<file path="config.mk">
export PLATFORM = sky130hd
export DESIGN_NAME = cfh_config_health
export DESIGN_NICKNAME = d
export VERILOG_FILES = /design/src/cfh_pkg.sv /design/src/cfh_config_health.sv
export SDC_FILE = /design/constraint.sdc
export NUM_CORES = 1
export LEC_CHECK = 0
export BUFFER_PORTS_ARGS = -buffer_cell sky130_fd_sc_hd__buf_2
export CORE_ASPECT_RATIO = 1.25
export CORE_MARGIN = 4
export CORE_UTILIZATION = 39
export CTS_CLUSTER_DIAMETER = 120
export DETAILED_ROUTE_END_ITERATION = 10
export GPL_TIMING_DRIVEN = 0
export PLACE_DENSITY = 0.7
export REMOVE_ABC_BUFFERS = 1
export SYNTH_ARGS = -nofsm -noshare
export SYNTH_HDL_FRONTEND = slang
export SYNTH_SLANG_ARGS = --single-unit
export TNS_END_PERCENT = 10
</file>
<file path="constraint.sdc">
create_clock -name clk -period 2.15 [get_ports clk]
set_input_delay 0.1075 -clock clk [delete_from_list [all_inputs] [get_ports clk]]
set_output_delay 0.1075 -clock clk [all_outputs]
set_load 0.05 [all_outputs]
</file>
<file path="src/cfh_pkg.sv">
// Package with offsets, field layouts, reset values and timing for cfh.
package cfh_pkg;

  // Register offsets on the host register port.
  localparam logic [7:0] ADDR_DEVICE_SETUP = 8'h01;
  localparam logic [7:0] ADDR_HEALTH       = 8'h02;

  // Setup register field positions.
  localparam int SETUP_PEC_BIT    = 0;
  localparam int SETUP_MAP_BIT    = 1;
  localparam int SETUP_RELOAD_BIT = 2;
  localparam int SETUP_USED_BITS  = 3;

  // Health register field positions.
  localparam int HEALTH_UV_BIT  = 0;
  localparam int HEALTH_OV_BIT  = 1;
  localparam int HEALTH_PRIM_EN_BIT = 2;
  localparam int HEALTH_SEC_EN_BIT  = 3;
  localparam int HEALTH_RST_BIT     = 4;
  localparam int HEALTH_RFF_BIT     = 5;
  localparam int HEALTH_PARITY_BIT  = 6;
  localparam int HEALTH_OSC_BIT     = 7;

  // Values held before the one-time-programmed defaults are loaded.
  localparam logic [7:0] SETUP_RESET  = 8'h00;
  localparam logic [7:0] HEALTH_RESET = 8'h00;
  localparam logic [7:0] RDATA_RESET  = 8'h00;

  // Self-test timing at the 250 MHz core clock.
  localparam int CLK_PERIOD_NS       = 4;
  localparam int SELFTEST_TYP_NS     = 60000;
  localparam int SELFTEST_MAX_NS     = 72200;
  localparam int SELFTEST_TYP_CYCLES = SELFTEST_TYP_NS / CLK_PERIOD_NS;
  localparam int SELFTEST_MAX_CYCLES = SELFTEST_MAX_NS / CLK_PERIOD_NS;
  localparam int SELFTEST_CNT_W      = 15;

  // Setup register layout.
  typedef struct packed {
    logic [4:0] unused;
    logic       reload_select;
    logic       selftest_fail_to_reset_map;
    logic       packet_check_enable;
  } cfh_setup_t;

  // Health and pin status register layout.
  typedef struct packed {
    logic oscillator_fault;
    logic parity_fault;
    logic reset_fault_flag;
    logic reset_pin;
    logic secondary_enable;
    logic primary_enable;
    logic overvoltage_selftest_status;
    logic undervoltage_selftest_status;
  } cfh_health_t;

  // Self-test sequencer states.
  typedef enum logic [1:0] {
    ST_IDLE,
    ST_RUN,
    ST_DONE
  } cfh_st_state_t;

endpackage

</file>
<file path="src/cfh_config_health.sv">
// Setup and health status register pair of the power-system monitor.
// Function
// - Reload defaults on enable fall after recording.
// - Reload select also reloads on watchdog reset.
// - Mapping bit routes self-test failures to reset.
// - Bit zero turns packet error checking on.
// - Self-test runs after undervoltage lockout release.
// - Bit seven reports oscillator fault.
// - Bit six reports register parity fault.
// - Bit five flags any reset-causing fault.
// - Bit four reads back the reset pin.
// - Bit three reads back secondary enable.
// - Bit two reads back primary enable.
// - Bit one reports overvoltage self-test failure.
// - Bit zero reports undervoltage self-test failure.
module cfh_config_health #(
  parameter int SELFTEST_CYCLES = cfh_pkg::SELFTEST_TYP_CYCLES
) (
  // Clock and reset.
  input  wire logic       clk,
  input  wire logic       rst_n,
  // Host register port.
  input  wire logic [7:0] reg_addr,
  input  wire logic       reg_wr_en,
  input  wire logic [7:0] reg_wdata,
  input  wire logic       reg_rd_en,
  output logic      [7:0] reg_rdata,
  output logic            reg_rd_valid,
  // One-time-programmed default of the setup bits.
  input  wire logic [2:0] otp_setup_default,
  // Pins and fault sources.
  input  wire logic       primary_enable_pin,
  input  wire logic       secondary_enable_pin,
  input  wire logic       reset_pin_level,
  input  wire logic       seq_record_done,
  input  wire logic       watchdog_reset_event,
  input  wire logic       other_reset_fault,
  input  wire logic       osc_fault_in,
  input  wire logic       parity_fault_in,
  input  wire logic       supply_above_uvlo,
  input  wire logic       ov_cmp_fail,
  input  wire logic       uv_cmp_fail,
  // Outputs to the rest of the device.
  output logic            packet_check_enable,
  output logic            reset_assert,
  output logic            otp_reload_strobe,
  output logic            selftest_busy
);

  logic                  rst_meta_n;
  logic                  rst_sync_n;
  cfh_pkg::cfh_setup_t   setup_reg;
  cfh_pkg::cfh_setup_t   setup_next;
  cfh_pkg::cfh_health_t  health_reg;
  cfh_pkg::cfh_health_t  health_next;
  cfh_pkg::cfh_st_state_t st_state_reg;
  cfh_pkg::cfh_st_state_t st_state_next;
  logic [cfh_pkg::SELFTEST_CNT_W-1:0] st_cnt_reg;
  logic                  load_pending_reg;
  logic                  reload_armed_reg;
  logic                  prim_en_q_reg;
  logic                  uvlo_q_reg;
  logic                  st_ov_reg;
  logic                  st_uv_reg;
  logic                  rdata_valid_next;
  logic [7:0]            rdata_next;

  // Reset release through two flip-flops.
  always_ff @(posedge clk or negedge rst_n) begin
    if (!rst_n) begin
      rst_meta_n <= 1'b0;
      rst_sync_n <= 1'b0;
    end else begin
      rst_meta_n <= 1'b1;
      rst_sync_n <= rst_meta_n;
    end
  end

  // Decode of host accesses and reload causes.
  wire sel_setup   = reg_addr == cfh_pkg::ADDR_DEVICE_SETUP;
  wire sel_health  = reg_addr == cfh_pkg::ADDR_HEALTH;
  wire setup_wr    = reg_wr_en && sel_setup;
  wire prim_fall   = prim_en_q_reg && !primary_enable_pin;
  wire reload_seq  = reload_armed_reg && seq_record_done;
  wire reload_wd   = setup_reg.reload_select
                     && watchdog_reset_event;
  wire reload_now  = load_pending_reg || reload_seq || reload_wd;
  wire uvlo_rise   = supply_above_uvlo && !uvlo_q_reg;
  wire st_finish   = st_state_reg == cfh_pkg::ST_RUN &&
                     st_cnt_reg == SELFTEST_CYCLES[cfh_pkg::SELFTEST_CNT_W-1:0]
                     - 15'h0001;
  wire st_fail_map = setup_reg.selftest_fail_to_reset_map
                     && (st_ov_reg || st_uv_reg);
  wire rst_fault   = other_reset_fault || st_fail_map;

  // Setup register next value: reload wins over a host write.
  always_comb begin
    setup_next = setup_reg;
    if (reload_now) begin
      setup_next = cfh_pkg::cfh_setup_t'({5'h00, otp_setup_default});
    end else if (setup_wr) begin
      // Only the three defined bits are stored.
      setup_next = cfh_pkg::cfh_setup_t'({5'h00,
                   reg_wdata[cfh_pkg::SETUP_USED_BITS-1:0]});
    end
  end

  // Health register assembled from sampled pins and fault sources.
  always_comb begin
    health_next                              = health_reg;
    health_next.oscillator_fault             = osc_fault_in;
    health_next.parity_fault                 = parity_fault_in;
    health_next.reset_fault_flag             = rst_fault;
    health_next.reset_pin                    = reset_pin_level;
    health_next.secondary_enable             =
      secondary_enable_pin;
    health_next.primary_enable               = primary_enable_pin;
    health_next.overvoltage_selftest_status  = st_ov_reg;
    health_next.undervoltage_selftest_status = st_uv_reg;
  end

  // Self-test sequencer: restarts on every lockout release.
  always_comb begin
    st_state_next = st_state_reg;
    case (st_state_reg)
      cfh_pkg::ST_IDLE: begin
        if (uvlo_rise) begin
          st_state_next = cfh_pkg::ST_RUN;
        end
      end
      cfh_pkg::ST_RUN: begin
        if (st_finish) begin
          st_state_next = cfh_pkg::ST_DONE;
        end
      end
      cfh_pkg::ST_DONE: begin
        if (uvlo_rise) begin
          st_state_next = cfh_pkg::ST_RUN;
        end
      end
      default: begin
        st_state_next = cfh_pkg::ST_IDLE;
      end
    endcase
  end

  // Read data selection; unmapped addresses read as zero.
  always_comb begin
    rdata_valid_next = reg_rd_en;
    rdata_next       = cfh_pkg::RDATA_RESET;
    if (reg_rd_en && sel_setup) begin
      rdata_next = setup_reg;
    end else if (reg_rd_en && sel_health) begin
      rdata_next = health_reg;
    end
  end

  // Control and status registers.
  always_ff @(posedge clk or negedge rst_sync_n) begin
    if (!rst_sync_n) begin
      setup_reg        <= cfh_pkg::cfh_setup_t'(cfh_pkg::SETUP_RESET);
      health_reg       <= cfh_pkg::cfh_health_t'(cfh_pkg::HEALTH_RESET);
      load_pending_reg <= 1'b1;
      reload_armed_reg <= 1'b0;
      prim_en_q_reg    <= 1'b0;
      uvlo_q_reg       <= 1'b0;
      otp_reload_strobe <= 1'b0;
    end else begin
      setup_reg        <= setup_next;
      health_reg       <= health_next;
      load_pending_reg <= 1'b0;
      reload_armed_reg <= prim_fall || (reload_armed_reg && !reload_seq);
      prim_en_q_reg    <= primary_enable_pin;
      uvlo_q_reg       <= supply_above_uvlo;
      otp_reload_strobe <= reload_now;
    end
  end

  // Self-test counter and captured results.
  always_ff @(posedge clk or negedge rst_sync_n) begin
    if (!rst_sync_n) begin
      st_state_reg  <= cfh_pkg::ST_IDLE;
      st_cnt_reg    <= '0;
      st_ov_reg     <= 1'b0;
      st_uv_reg     <= 1'b0;
      selftest_busy <= 1'b0;
    end else begin
      st_state_reg  <= st_state_next;
      st_cnt_reg    <= (st_state_next == cfh_pkg::ST_RUN && !uvlo_rise)
                       ? st_cnt_reg + 15'h0001 : '0;
      selftest_busy <= st_state_next == cfh_pkg::ST_RUN;
      if (st_finish) begin
        st_ov_reg <= ov_cmp_fail;
        st_uv_reg <= uv_cmp_fail;
      end
    end
  end

  // Host read port outputs, packet check enable and reset request.
  always_ff @(posedge clk or negedge rst_sync_n) begin
    if (!rst_sync_n) begin
      reg_rdata           <= cfh_pkg::RDATA_RESET;
      reg_rd_valid        <= 1'b0;
      packet_check_enable <= 1'b0;
      reset_assert        <= 1'b0;
    end else begin
      reg_rdata           <= rdata_next;
      reg_rd_valid        <= rdata_valid_next;
      packet_check_enable <= setup_next.packet_check_enable;
      reset_assert        <= rst_fault;
    end
  end
endmodule

</file>
==> reports/metrics.csv, run 1 <==
stage;metric;value;unit
power;swShare;0.272;
worst_setup_path;cp.required;2330;ps
placed_design;routabilityCongestion;0.723;
power;intPower;1.25;mW
synth;ys_types;32;
floorplanning;die_h;84.2;µm
cells_and_area;antenna_cells;0;
cells_and_area;drive_above_1_share;0.285;
cells_and_area;syn2layout_area_growth;25.3;%
power;p_leak;1.04;nW
global_routing;grt_usage;0.125;
synth;synthCells;151;
floorplanning;die-width;69.0;µm
route;routed_wl;3330;µm
synth;synth_area;1810;µm²
power;combinationalPowerShare;0.130;
synth;postSynthAreaPerCell;12.0;µm²
route;antenna_left;0;
worst_setup_path;crit_type;register to register;
worst_setup_path;r2r-end;st_ov_reg;
worst_setup_path;crit_start;st_cnt_reg[3];
floorplanning;coreArea;4460;µm²
worst_setup_path;rr_startpoint;st_cnt_reg[3];
worst_setup_path;endpoint;st_ov_reg;
sta;fin_crit;1930;ps
power;pwr-share-seq;0.573;
cells_and_area;final_common_cell;dfrtp_1;
run_status;status;completed;
synth;synth-warning-count;0;
global_routing;first_global_vias;1235;
synth;ys_seq_area_frac;0.636;
worst_setup_path;cp-end-kind;register;
floorplanning;ios;47;
route;vias;1227;
sta;maxSlewViolCount;0;
clocking;cts.path.max_buffers;2;
global_routing;grt_pass1_wl;5500;µm
floorplanning;num_rows;27;
placed_design;dpl.hpwl;2510;µm
route;dr.pass1.iters;4;
worst_setup_path;crit_fanout;4;
worst_setup_path;r2r_cells;4;
global_routing;grt_max_degree;33;
sta;timing.fmax;517;MHz
clocking;clk_latency;290;ps
sta;rsz0062_at_grt;false;
power;irDropWorstVdd;316;µV
sta;tns;0;ps
route;wl_per_cell;12.5;µm
synth;ys_seq_elements;46;
global_routing;antenna_found_initial;0;
hold_path;min_from;other_reset_fault;
clocking;clockRootBuffer;clkbuf_8;
worst_setup_path;r2r_setup_slack;220;ps
clocking;cts.sinks;46;
cells_and_area;final_core_util;0.509;
global_routing;overflow;0;
clocking;cts_buffers;5;
sta;setup_viol;0;
clocking;tritoncts;done;
worst_setup_path;critPathLaunchType;register;
route;drc_errors;0;
clocking;clk_pin_slew;90;ps
cells_and_area;num-fill-cells;414;
power;p_per_area;754;nW/µm²
placed_design;port_buffers;41;
clocking;htreeDepth;2;
cells_and_area;largest_register_ffs;15;
job;maxCapViolCount;0;
sta;skew;6.70;ps
floorplanning;dieArea;5810;µm²
sta;period_share;0.899;
floorplanning;start_util;0.406;
power;clkPwrFrac;0.298;
hold_path;hp-class;input pin to register;
cells_and_area;final_cell_mix;dfrtp_1 (44), buf_2 (41), nor2_1 (22), xnor2_1 (12), dlygate4sd3_1 (8);
route;viasPerCell;4.63;
cells_and_area;fin_nets;241;
sta;hold_viol_final;0;
power;p_switching;0.465;mW
route;drtIter0Drc;37;
worst_setup_path;cp.arrival;2110;ps
==> through the flow <==
stage	power, mW	cells	cell area (µm²)	setup slack [ps]	hold WS (ps)
floorplan	1.13	149	1790	350	-188
global placement	1.19	248	2070	106	-106
detailed placement	1.21	249	2090	68.6	-104
CTS	1.74	265	2260	66.1	4.45
global route	1.81	265	2270	142	14.3
finish	1.71	265	2270	217	16.9
==> power groups by stage <==
stage               clock, mW  combinational (mW)  sequential, mW
floorplan                   0              0.0933            1.03
detailed placement          0               0.210           0.999
global route            0.570               0.253           0.992
finish                  0.510               0.222           0.981
CTS                     0.535               0.222           0.982
global placement            0               0.188            1.01
==> critical path, stage by stage, from the launching register on <==
cell and delay [ps]:
dfrtp_1 430, or4b_4 580, nor4_4 320, nand3b_2 170
mux2_4 320
==> worst min path at each step <==
stage / slack, ps / end / cells past startpoint
6_report: 20 / reset_assert / 2
3_5_place_dp: -100 / rst_meta_n / 1
2_1_floorplan: -190 / rst_meta_n / 0
5_1_grt: 10 / reset_assert / 2
4_1_cts: 4 / reset_assert / 2
3_3_place_gp: -110 / rst_meta_n / 1
==> final cells by class <==
| type | count | area [µm²] | area share |
|---|---|---|---|
| inverters | 7 | 26.3 | 0.0116 |
| clock buffers | 5 | 68.8 | 0.0303 |
| well taps | 58 | 72.6 | 0.0320 |
| multi-input cells | 96 | 623 | 0.274 |
| repair buffers | 50 | 305 | 0.134 |
| clock inverters | 3 | 21.3 | 0.00937 |
| flip-flops and latches | 46 | 1150 | 0.508 |
==> cell usage after synthesis <==
cell | n | area (µm²)
conb_1 | 2 | 7.51
inv_1 | 7 | 26.3
mux2i_1 | 3 | 30.0
dfrtp_1 | 45 | 1130
nand3b_1 | 1 | 7.51
ha_1 | 1 | 12.5
nand3_1 | 6 | 30.0
nor4_1 | 4 | 25.0
xor2_1 | 1 | 8.76
or3b_1 | 1 | 8.76
a221oi_1 | 1 | 8.76
a22oi_1 | 3 | 22.5
nand3b_2 | 1 | 11.3
buf_4 | 1 | 7.51
mux2_4 | 2 | 30.0
or3_1 | 1 | 6.26
nand2_1 | 7 | 26.3
dfstp_2 | 1 | 26.3
or4b_4 | 1 | 13.8
o22ai_1 | 3 | 18.8
nor4_4 | 1 | 21.3
and2_1 | 5 | 31.3
o21ai_0 | 4 | 20.0
buf_6 | 1 | 11.3
a41oi_1 | 1 | 8.76
xnor2_1 | 12 | 105
nand4_1 | 3 | 18.8
nand2b_1 | 3 | 18.8
nor3b_1 | 1 | 7.51
nor3_1 | 4 | 20.0
nor2b_1 | 2 | 12.5
nor2_1 | 22 | 82.6
==> kinds of logic after synthesis <==
kind of cell / count (synthesis) / synth area share
buffers and inverters: 9 / 0.0249
AND/OR/NAND/NOR: 63 / 0.189
flip-flops: 46 / 0.636
multiplexers: 5 / 0.0332
AO/OA/AOI/OAI: 12 / 0.0435
other: 2 / 0.00415
XOR/XNOR: 13 / 0.0628
adder cells (fa/ha/maj): 1 / 0.00690
==> per-layer routing <==
layer,vias up,GRT usage,share of wire
met4,0,0.0266,0.011
met3,5,0.0361,0.080
met2,42,0.215,0.52
li1,615,-,-
met5,-,0,0
met1,565,0.152,0.39
==> timing repair <==
| item | in CTS | in global routing |
|---|---|---|
| setup buffers | 0 | 0 |
| gates resized for setup | 0 | 2 |
| setup endpoints to repair | 0 | 16 |
| hold endpoints to repair | 9 | 0 |
| hold buffers | 8 | 0 |
Power figures use the tool's default switching activity.
==> inputs of run 2 (changes only) <==
- CORE_UTILIZATION: 39 -> 55
- PLACE_DENSITY: 0.7 -> 0.91
==> reports/metrics.csv, run 2 (synthesis results as in run 1) <==
stage;metric;value;unit;change
worst_setup_path;r2r_cells;4;;unchanged
worst_setup_path;cp.arrival;2100;ps;was 2110 ps
global_routing;grt_usage;0.172;;was 0.125
floorplanning;coreArea;3190;µm²;was 4460 µm²
power;p_leak;1.04;nW;about the same
job;maxCapViolCount;0;;unchanged
cells_and_area;antenna_cells;0;;unchanged
worst_setup_path;cp.required;2310;ps;was 2330 ps
floorplanning;die-width;59.3;µm;was 69.0 µm
cells_and_area;layout.cells.non_filler;244;;was 265
power;irDropWorstVdd;821;µV;was 316 µV
global_routing;grt_max_degree;45;;was 33
clocking;htreeDepth;2;;unchanged
route;vias;1274;;was 1227
floorplanning;dieArea;4280;µm²;was 5810 µm²
worst_setup_path;cp_cell_sequence;a221oi_1 -> inv_1 -> a41oi_1 -> o21ai_0;;was or4b_4 -> nor4_4 -> nand3b_2 -> mux2_4
route;antenna_left;0;;unchanged
cells_and_area;drive_above_1_share;0.271;;was 0.285
placed_design;dpl.cell_count;227;;was 249
sta;timing.fmax;516;MHz;was 517 MHz
cells_and_area;syn2layout_area_growth;24.1;%;was 25.3%
cells_and_area;final_area;2250;µm²;was 2270 µm²
worst_setup_path;r2r-end;setup_reg[2];;was st_ov_reg
worst_setup_path;crit_start;reload_armed_reg;;was st_cnt_reg[3]
cells_and_area;multiInputGateArea;617;µm²;was 623 µm²
sta;tns;0;ps;unchanged
clocking;clockRootBuffer;clkbuf_8;;unchanged
sta;period_share;0.902;;was 0.899
route;wl_per_cell;13.7;µm;was 12.5 µm
global_routing;antenna_found_initial;0;;unchanged
global_routing;grt_pass1_wl;5400;µm;was 5500 µm
worst_setup_path;crit_path_top_delay_cell;a221oi_1;;was or4b_4
sta;fin_crit;1940;ps;was 1930 ps
sta;setup_viol;0;;unchanged
hold_path;hp-class;input pin to register;;unchanged
sta;slew_headroom;0.404;;
run_status;status;completed;;unchanged
clocking;clk_latency;290;ps;about the same
placed_design;dpl.hpwl;2370;µm;was 2510 µm
cells_and_area;final-seq-area;1150;µm²;unchanged
worst_setup_path;crit_type;register to register;;unchanged
sta;maxSlewViolCount;0;;unchanged
cells_and_area;final_cell_mix;dfrtp_1 (44), buf_2 (41), nor2_1 (22), xnor2_1 (12), dlygate4sd3_1 (9);;was dfrtp_1 (44), buf_2 (41), nor2_1 (22), xnor2_1 (12), dlygate4sd3_1 (8)
sta;skew;6.85;ps;was 6.70 ps
global_routing;first_global_vias;1234;;was 1235
cells_and_area;largest_register_ffs;15;;unchanged
clocking;cts.sinks;46;;unchanged
cells_and_area;fin_nets;241;;unchanged
clocking;tritoncts;done;;unchanged
sta;rsz0062_at_grt;false;;unchanged
sta;hold_viol_final;0;;unchanged
worst_setup_path;cp-end-kind;register;;unchanged
cells_and_area;final_common_cell;dfrtp_1;;unchanged
power;total_power;1.82;mW;was 1.71 mW
floorplanning;num_rows;23;;was 27
placed_design;dpl_cell_area;2050;µm²;was 2090 µm²
floorplanning;ios;47;;unchanged
worst_setup_path;crit_fanout;6;;was 4
global_routing;overflow;0;;unchanged
route;drc_errors;0;;unchanged
route;drtIter0Drc;60;;was 37
sta;worst_slew_pin_slew;894;ps;
route;routed_wl;3350;µm;was 3330 µm
placed_design;routabilityCongestion;0.763;;was 0.723
placed_design;port_buffers;41;;unchanged
hold_path;min_from;seq_record_done;;was other_reset_fault
route;dr.pass1.iters;4;;unchanged
power;p_per_area;808;nW/µm²;was 754 nW/µm²
cells_and_area;num-fill-cells;220;;was 414
worst_setup_path;r2r_setup_slack;210;ps;was 220 ps
worst_setup_path;rr_startpoint;reload_armed_reg;;was st_cnt_reg[3]
clocking;clk_pin_slew;80;ps;was 90 ps
worst_setup_path;slowest_delay;680;ps;was 580 ps
floorplanning;die_h;72.2;µm;was 84.2 µm
clocking;cts.path.max_buffers;2;;unchanged
worst_setup_path;endpoint;setup_reg[2];;was st_ov_reg
clocking;cts_buffers;5;;unchanged
route;viasPerCell;5.22;;was 4.63
floorplanning;start_util;0.567;;was 0.406
worst_setup_path;critPathLaunchType;register;;unchanged
-- run 2: cell types whose count changed in the layout (fill, tap and decap cells not counted) --
cell	delta
buf_12	-1
clkinv_4	-1
a221oi_2	-1
clkbuf_1	+1
clkinv_2	-1
a221oi_1	+1
dlygate4sd3_1	+1
bufinv_16	+1
-- run 2: how the worst min path moves through the flow --
stage          slack, ps          endpoint  cells past startpoint
4_1_cts               20  reload_armed_reg                      2
5_1_grt               20  reload_armed_reg                      2
3_3_place_gp        -110        rst_sync_n                      1
6_report              30  reload_armed_reg                      2
2_1_floorplan       -190        rst_meta_n                      0
3_5_place_dp        -100        rst_meta_n                      1
-- run 2: metal layers --
layer	GRT usage	share of wire	up-vias
li1	-	-	618
met1	0.186	0.36	604
met2	0.304	0.54	44
met3	0.0427	0.077	8
met4	0.0882	0.021	0
met5	0	0	-
-- run 2: what timing repair did --
item / CTS / global route
hold buffers: 9 / 0
resized for setup: 0 / 1
endpoints found under the setup margin: 0 / 12
endpoints found under the hold margin: 10 / 0
setup buffers: 0 / 0
-- run 2: critical path: cells and delay by family, from the launching register on --
kind	cells	cell delay, ps
buffers and inverters	1	170
flip-flops	1	390
AO/OA/AOI/OAI	3	1240
-- run 2: power by group --
part	total [mW]	internal [mW]	switching [mW]	leakage, nW
Sequential	0.989	0.926	0.0634	0.582
Combinational	0.206	0.0887	0.118	0.411
Clock	0.621	0.347	0.275	0.0514
-- run 2: stage by stage --
| stage | setup WS, ps | util | hold slack [ps] |
|---|---|---|---|
| 6_report | 211 | 0.704 | 31.1 |
| 3_3_place_gp | 154 | 0.640 | -107 |
| 2_1_floorplan | 350 | - | -188 |
| 5_1_grt | 28.7 | 0.704 | 23.0 |
| 4_1_cts | 88.7 | 0.703 | 24.5 |
| 3_5_place_dp | 85.5 | 0.640 | -102 |
-- run 2: final cells by class --
class                      count  area share
tap                           37      0.0206
multi-input combinational     96       0.274
inverter                       7      0.0117
timing repair buffer          50       0.131
clock inverter                 2      0.0167
sequential                    46       0.513
clock buffer                   6      0.0323
==> inputs of run 3 (changes only) <==
- RECOVER_POWER: not set -> 50
==> reports/metrics.csv, run 3 (synthesis results as in run 1) <==
stage;metric;value;unit;change
clocking;postCtsSetupBuffers;0;;unchanged
route;dr.pass1.iters;4;;unchanged
worst_setup_path;critPathLaunchType;register;;unchanged
worst_setup_path;crit_type;register to register;;unchanged
worst_setup_path;slowest_delay;680;ps;about the same
worst_setup_path;path_buf_inv;1;;unchanged
global_routing;first_global_vias;1234;;unchanged
worst_setup_path;rr_startpoint;reload_armed_reg;;unchanged
clocking;clk_pin_slew;80;ps;about the same
floorplanning;num_rows;23;;unchanged
worst_setup_path;crit_start;reload_armed_reg;;unchanged
worst_setup_path;cp.required;2310;ps;about the same
placed_design;dpl.hpwl;2370;µm;unchanged
global_routing;antenna_found_initial;0;;unchanged
sta;rsz0062_at_grt;false;;unchanged
global_routing;grt_use_met2;0.304;;unchanged
placed_design;dpl_cell_area;2050;µm²;unchanged
hold_path;min_from;seq_record_done;;unchanged
cells_and_area;final_cell_mix;dfrtp_1 (45), buf_2 (25), nor2_1 (22), clkbuf_1 (17), xnor2_1 (12);;was dfrtp_1 (44), buf_2 (41), nor2_1 (22), xnor2_1 (12), dlygate4sd3_1 (9)
floorplanning;die-width;59.3;µm;unchanged
run_status;status;complete, but fails checks;;was completed
cells_and_area;drive_above_1_share;0.188;;was 0.271
worst_setup_path;crit_path_top_delay_cell;a221oi_1;;unchanged
global_routing;grtUsageMet3;0.0427;;unchanged
cells_and_area;fin_nets;241;;unchanged
route;drc_errors;0;;unchanged
cells_and_area;antenna_cells;0;;unchanged
clocking;tritoncts;done;;unchanged
sta;whs;29.5;ps;was 31.1 ps
clocking;clk_latency;290;ps;about the same
cells_and_area;final_common_cell;dfrtp_1;;unchanged
sta;maxSlewViolCount;45;;was 0
worst_setup_path;cp.arrival;2110;ps;was 2100 ps
floorplanning;coreArea;3190;µm²;unchanged
sta;fin_crit;1940;ps;about the same
clocking;clockRootBuffer;clkbuf_8;;unchanged
worst_setup_path;path_delay_family;compound AO/OA/AOI/OAI gates;;unchanged
route;wl_per_cell;13.8;µm;was 13.7 µm
placed_design;routabilityCongestion;0.763;;unchanged
clocking;htreeDepth;2;;unchanged
route;drtIter0Drc;49;;was 60
power;p_per_area;815;nW/µm²;was 808 nW/µm²
global_routing;use_met1;0.186;;unchanged
floorplanning;dieArea;4280;µm²;unchanged
sta;slew_headroom;-0.104;;was 0.404
sta;timing.fmax;515;MHz;was 516 MHz
global_routing;grt-busiest-layer;met2;;unchanged
clocking;cts_buffers;5;;unchanged
cells_and_area;largest_register_ffs;15;;unchanged
sta;period_share;0.903;;was 0.902
power;irDropWorstVdd;820;µV;was 821 µV
worst_setup_path;cp-end-kind;register;;unchanged
sta;setup_viol;0;;unchanged
sta;layout_setup_ws;209;ps;was 211 ps
sta;skew;7.49;ps;was 6.85 ps
sta;worst_slew_pin_slew;1660;ps;was 894 ps
worst_setup_path;crit_fanout;6;;unchanged
global_routing;grt_pass1_wl;5400;µm;unchanged
clocking;cts.sinks;46;;unchanged
hold_path;hp-class;input pin to register;;unchanged
worst_setup_path;cp_cell_sequence;a221oi_1 -> inv_1 -> a41oi_1 -> o21ai_0;;unchanged
route;viasPerCell;5.17;;was 5.22
route;vias;1262;;was 1274
placed_design;port_buffers;41;;unchanged
cells_and_area;syn2layout_area_growth;22.9;%;was 24.1%
floorplanning;die_h;72.2;µm;unchanged
placed_design;pre_cts_ws;85.5;ps;unchanged
sta;hold_viol_final;0;;unchanged
floorplanning;ios;47;;unchanged
sta;tns;0;ps;unchanged
job;maxCapViolCount;1;;was 0
run_status;violations;capacitance limit, slew limit;;
global_routing;overflow;0;;unchanged
route;antenna_left;0;;unchanged
global_routing;grt_usage;0.172;;unchanged
route;routed_wl;3370;µm;was 3350 µm
power;p_leak;0.990;nW;was 1.04 nW
cells_and_area;final_area;2230;µm²;was 2250 µm²
cells_and_area;final_core_util;0.697;;was 0.704
global_routing;grt_max_degree;45;;unchanged
clocking;cts.path.max_buffers;2;;unchanged
floorplanning;start_util;0.567;;unchanged
## run 3: changes by cell type in the layout (fill, tap and decap cells not counted)
cell / previous run / this run
buf_2: 41 / 25
clkbuf_1: 1 / 17
dfrtp_1: 44 / 45
dfrtp_2: 1 / 0
## run 3: repair_timing
action	CTS	global route
hold endpoints to repair	10	0
hold buffers	9	0
resized for setup	0	1
setup endpoints to repair	0	12
## run 3: path summary, 6_finish.rpt
| kind | end | slack (ps) | cells after the start |
|---|---|---|---|
| worst max register to register | packet_check_enable | 210 | 4 |
| min in group asynchronous | rst_sync_n | 120 | 2 |
| worst max-delay path | packet_check_enable | 210 | 4 |
| worst min-delay path | reload_armed_reg | 30 | 2 |
| max in group asynchronous | st_ov_reg | 480 | 0 |
| worst min register to register | rst_sync_n | 370 | 0 |
## run 3: area by class of cell
class / instances / area (µm²)
well taps: 37 / 46.3
clock buffers: 6 / 72.6
inverters: 7 / 26.3
flip-flops and latches: 46 / 1150
clock inverters: 2 / 37.5
repair buffers: 50 / 275
fillers: 230 / 967
multi-input cells: 96 / 617
## run 3: power by group
group	total [mW]	internal [mW]	switching, mW
clock network	0.622	0.347	0.276
logic	0.203	0.0846	0.118
registers	0.989	0.926	0.0636
## run 3: metrics by stage
stage,total power [mW],cells
detailed placement,1.20,227
CTS,1.83,244
global placement,1.19,227
global route,1.90,244
floorplan,1.13,149
finish,1.81,244
## run 3: per-layer routing
metal  routed length (µm)  part of all wire
met4                   64             0.019
met3                  264             0.078
met2                 1810              0.54
met1                 1230              0.36
met5                    0                 0
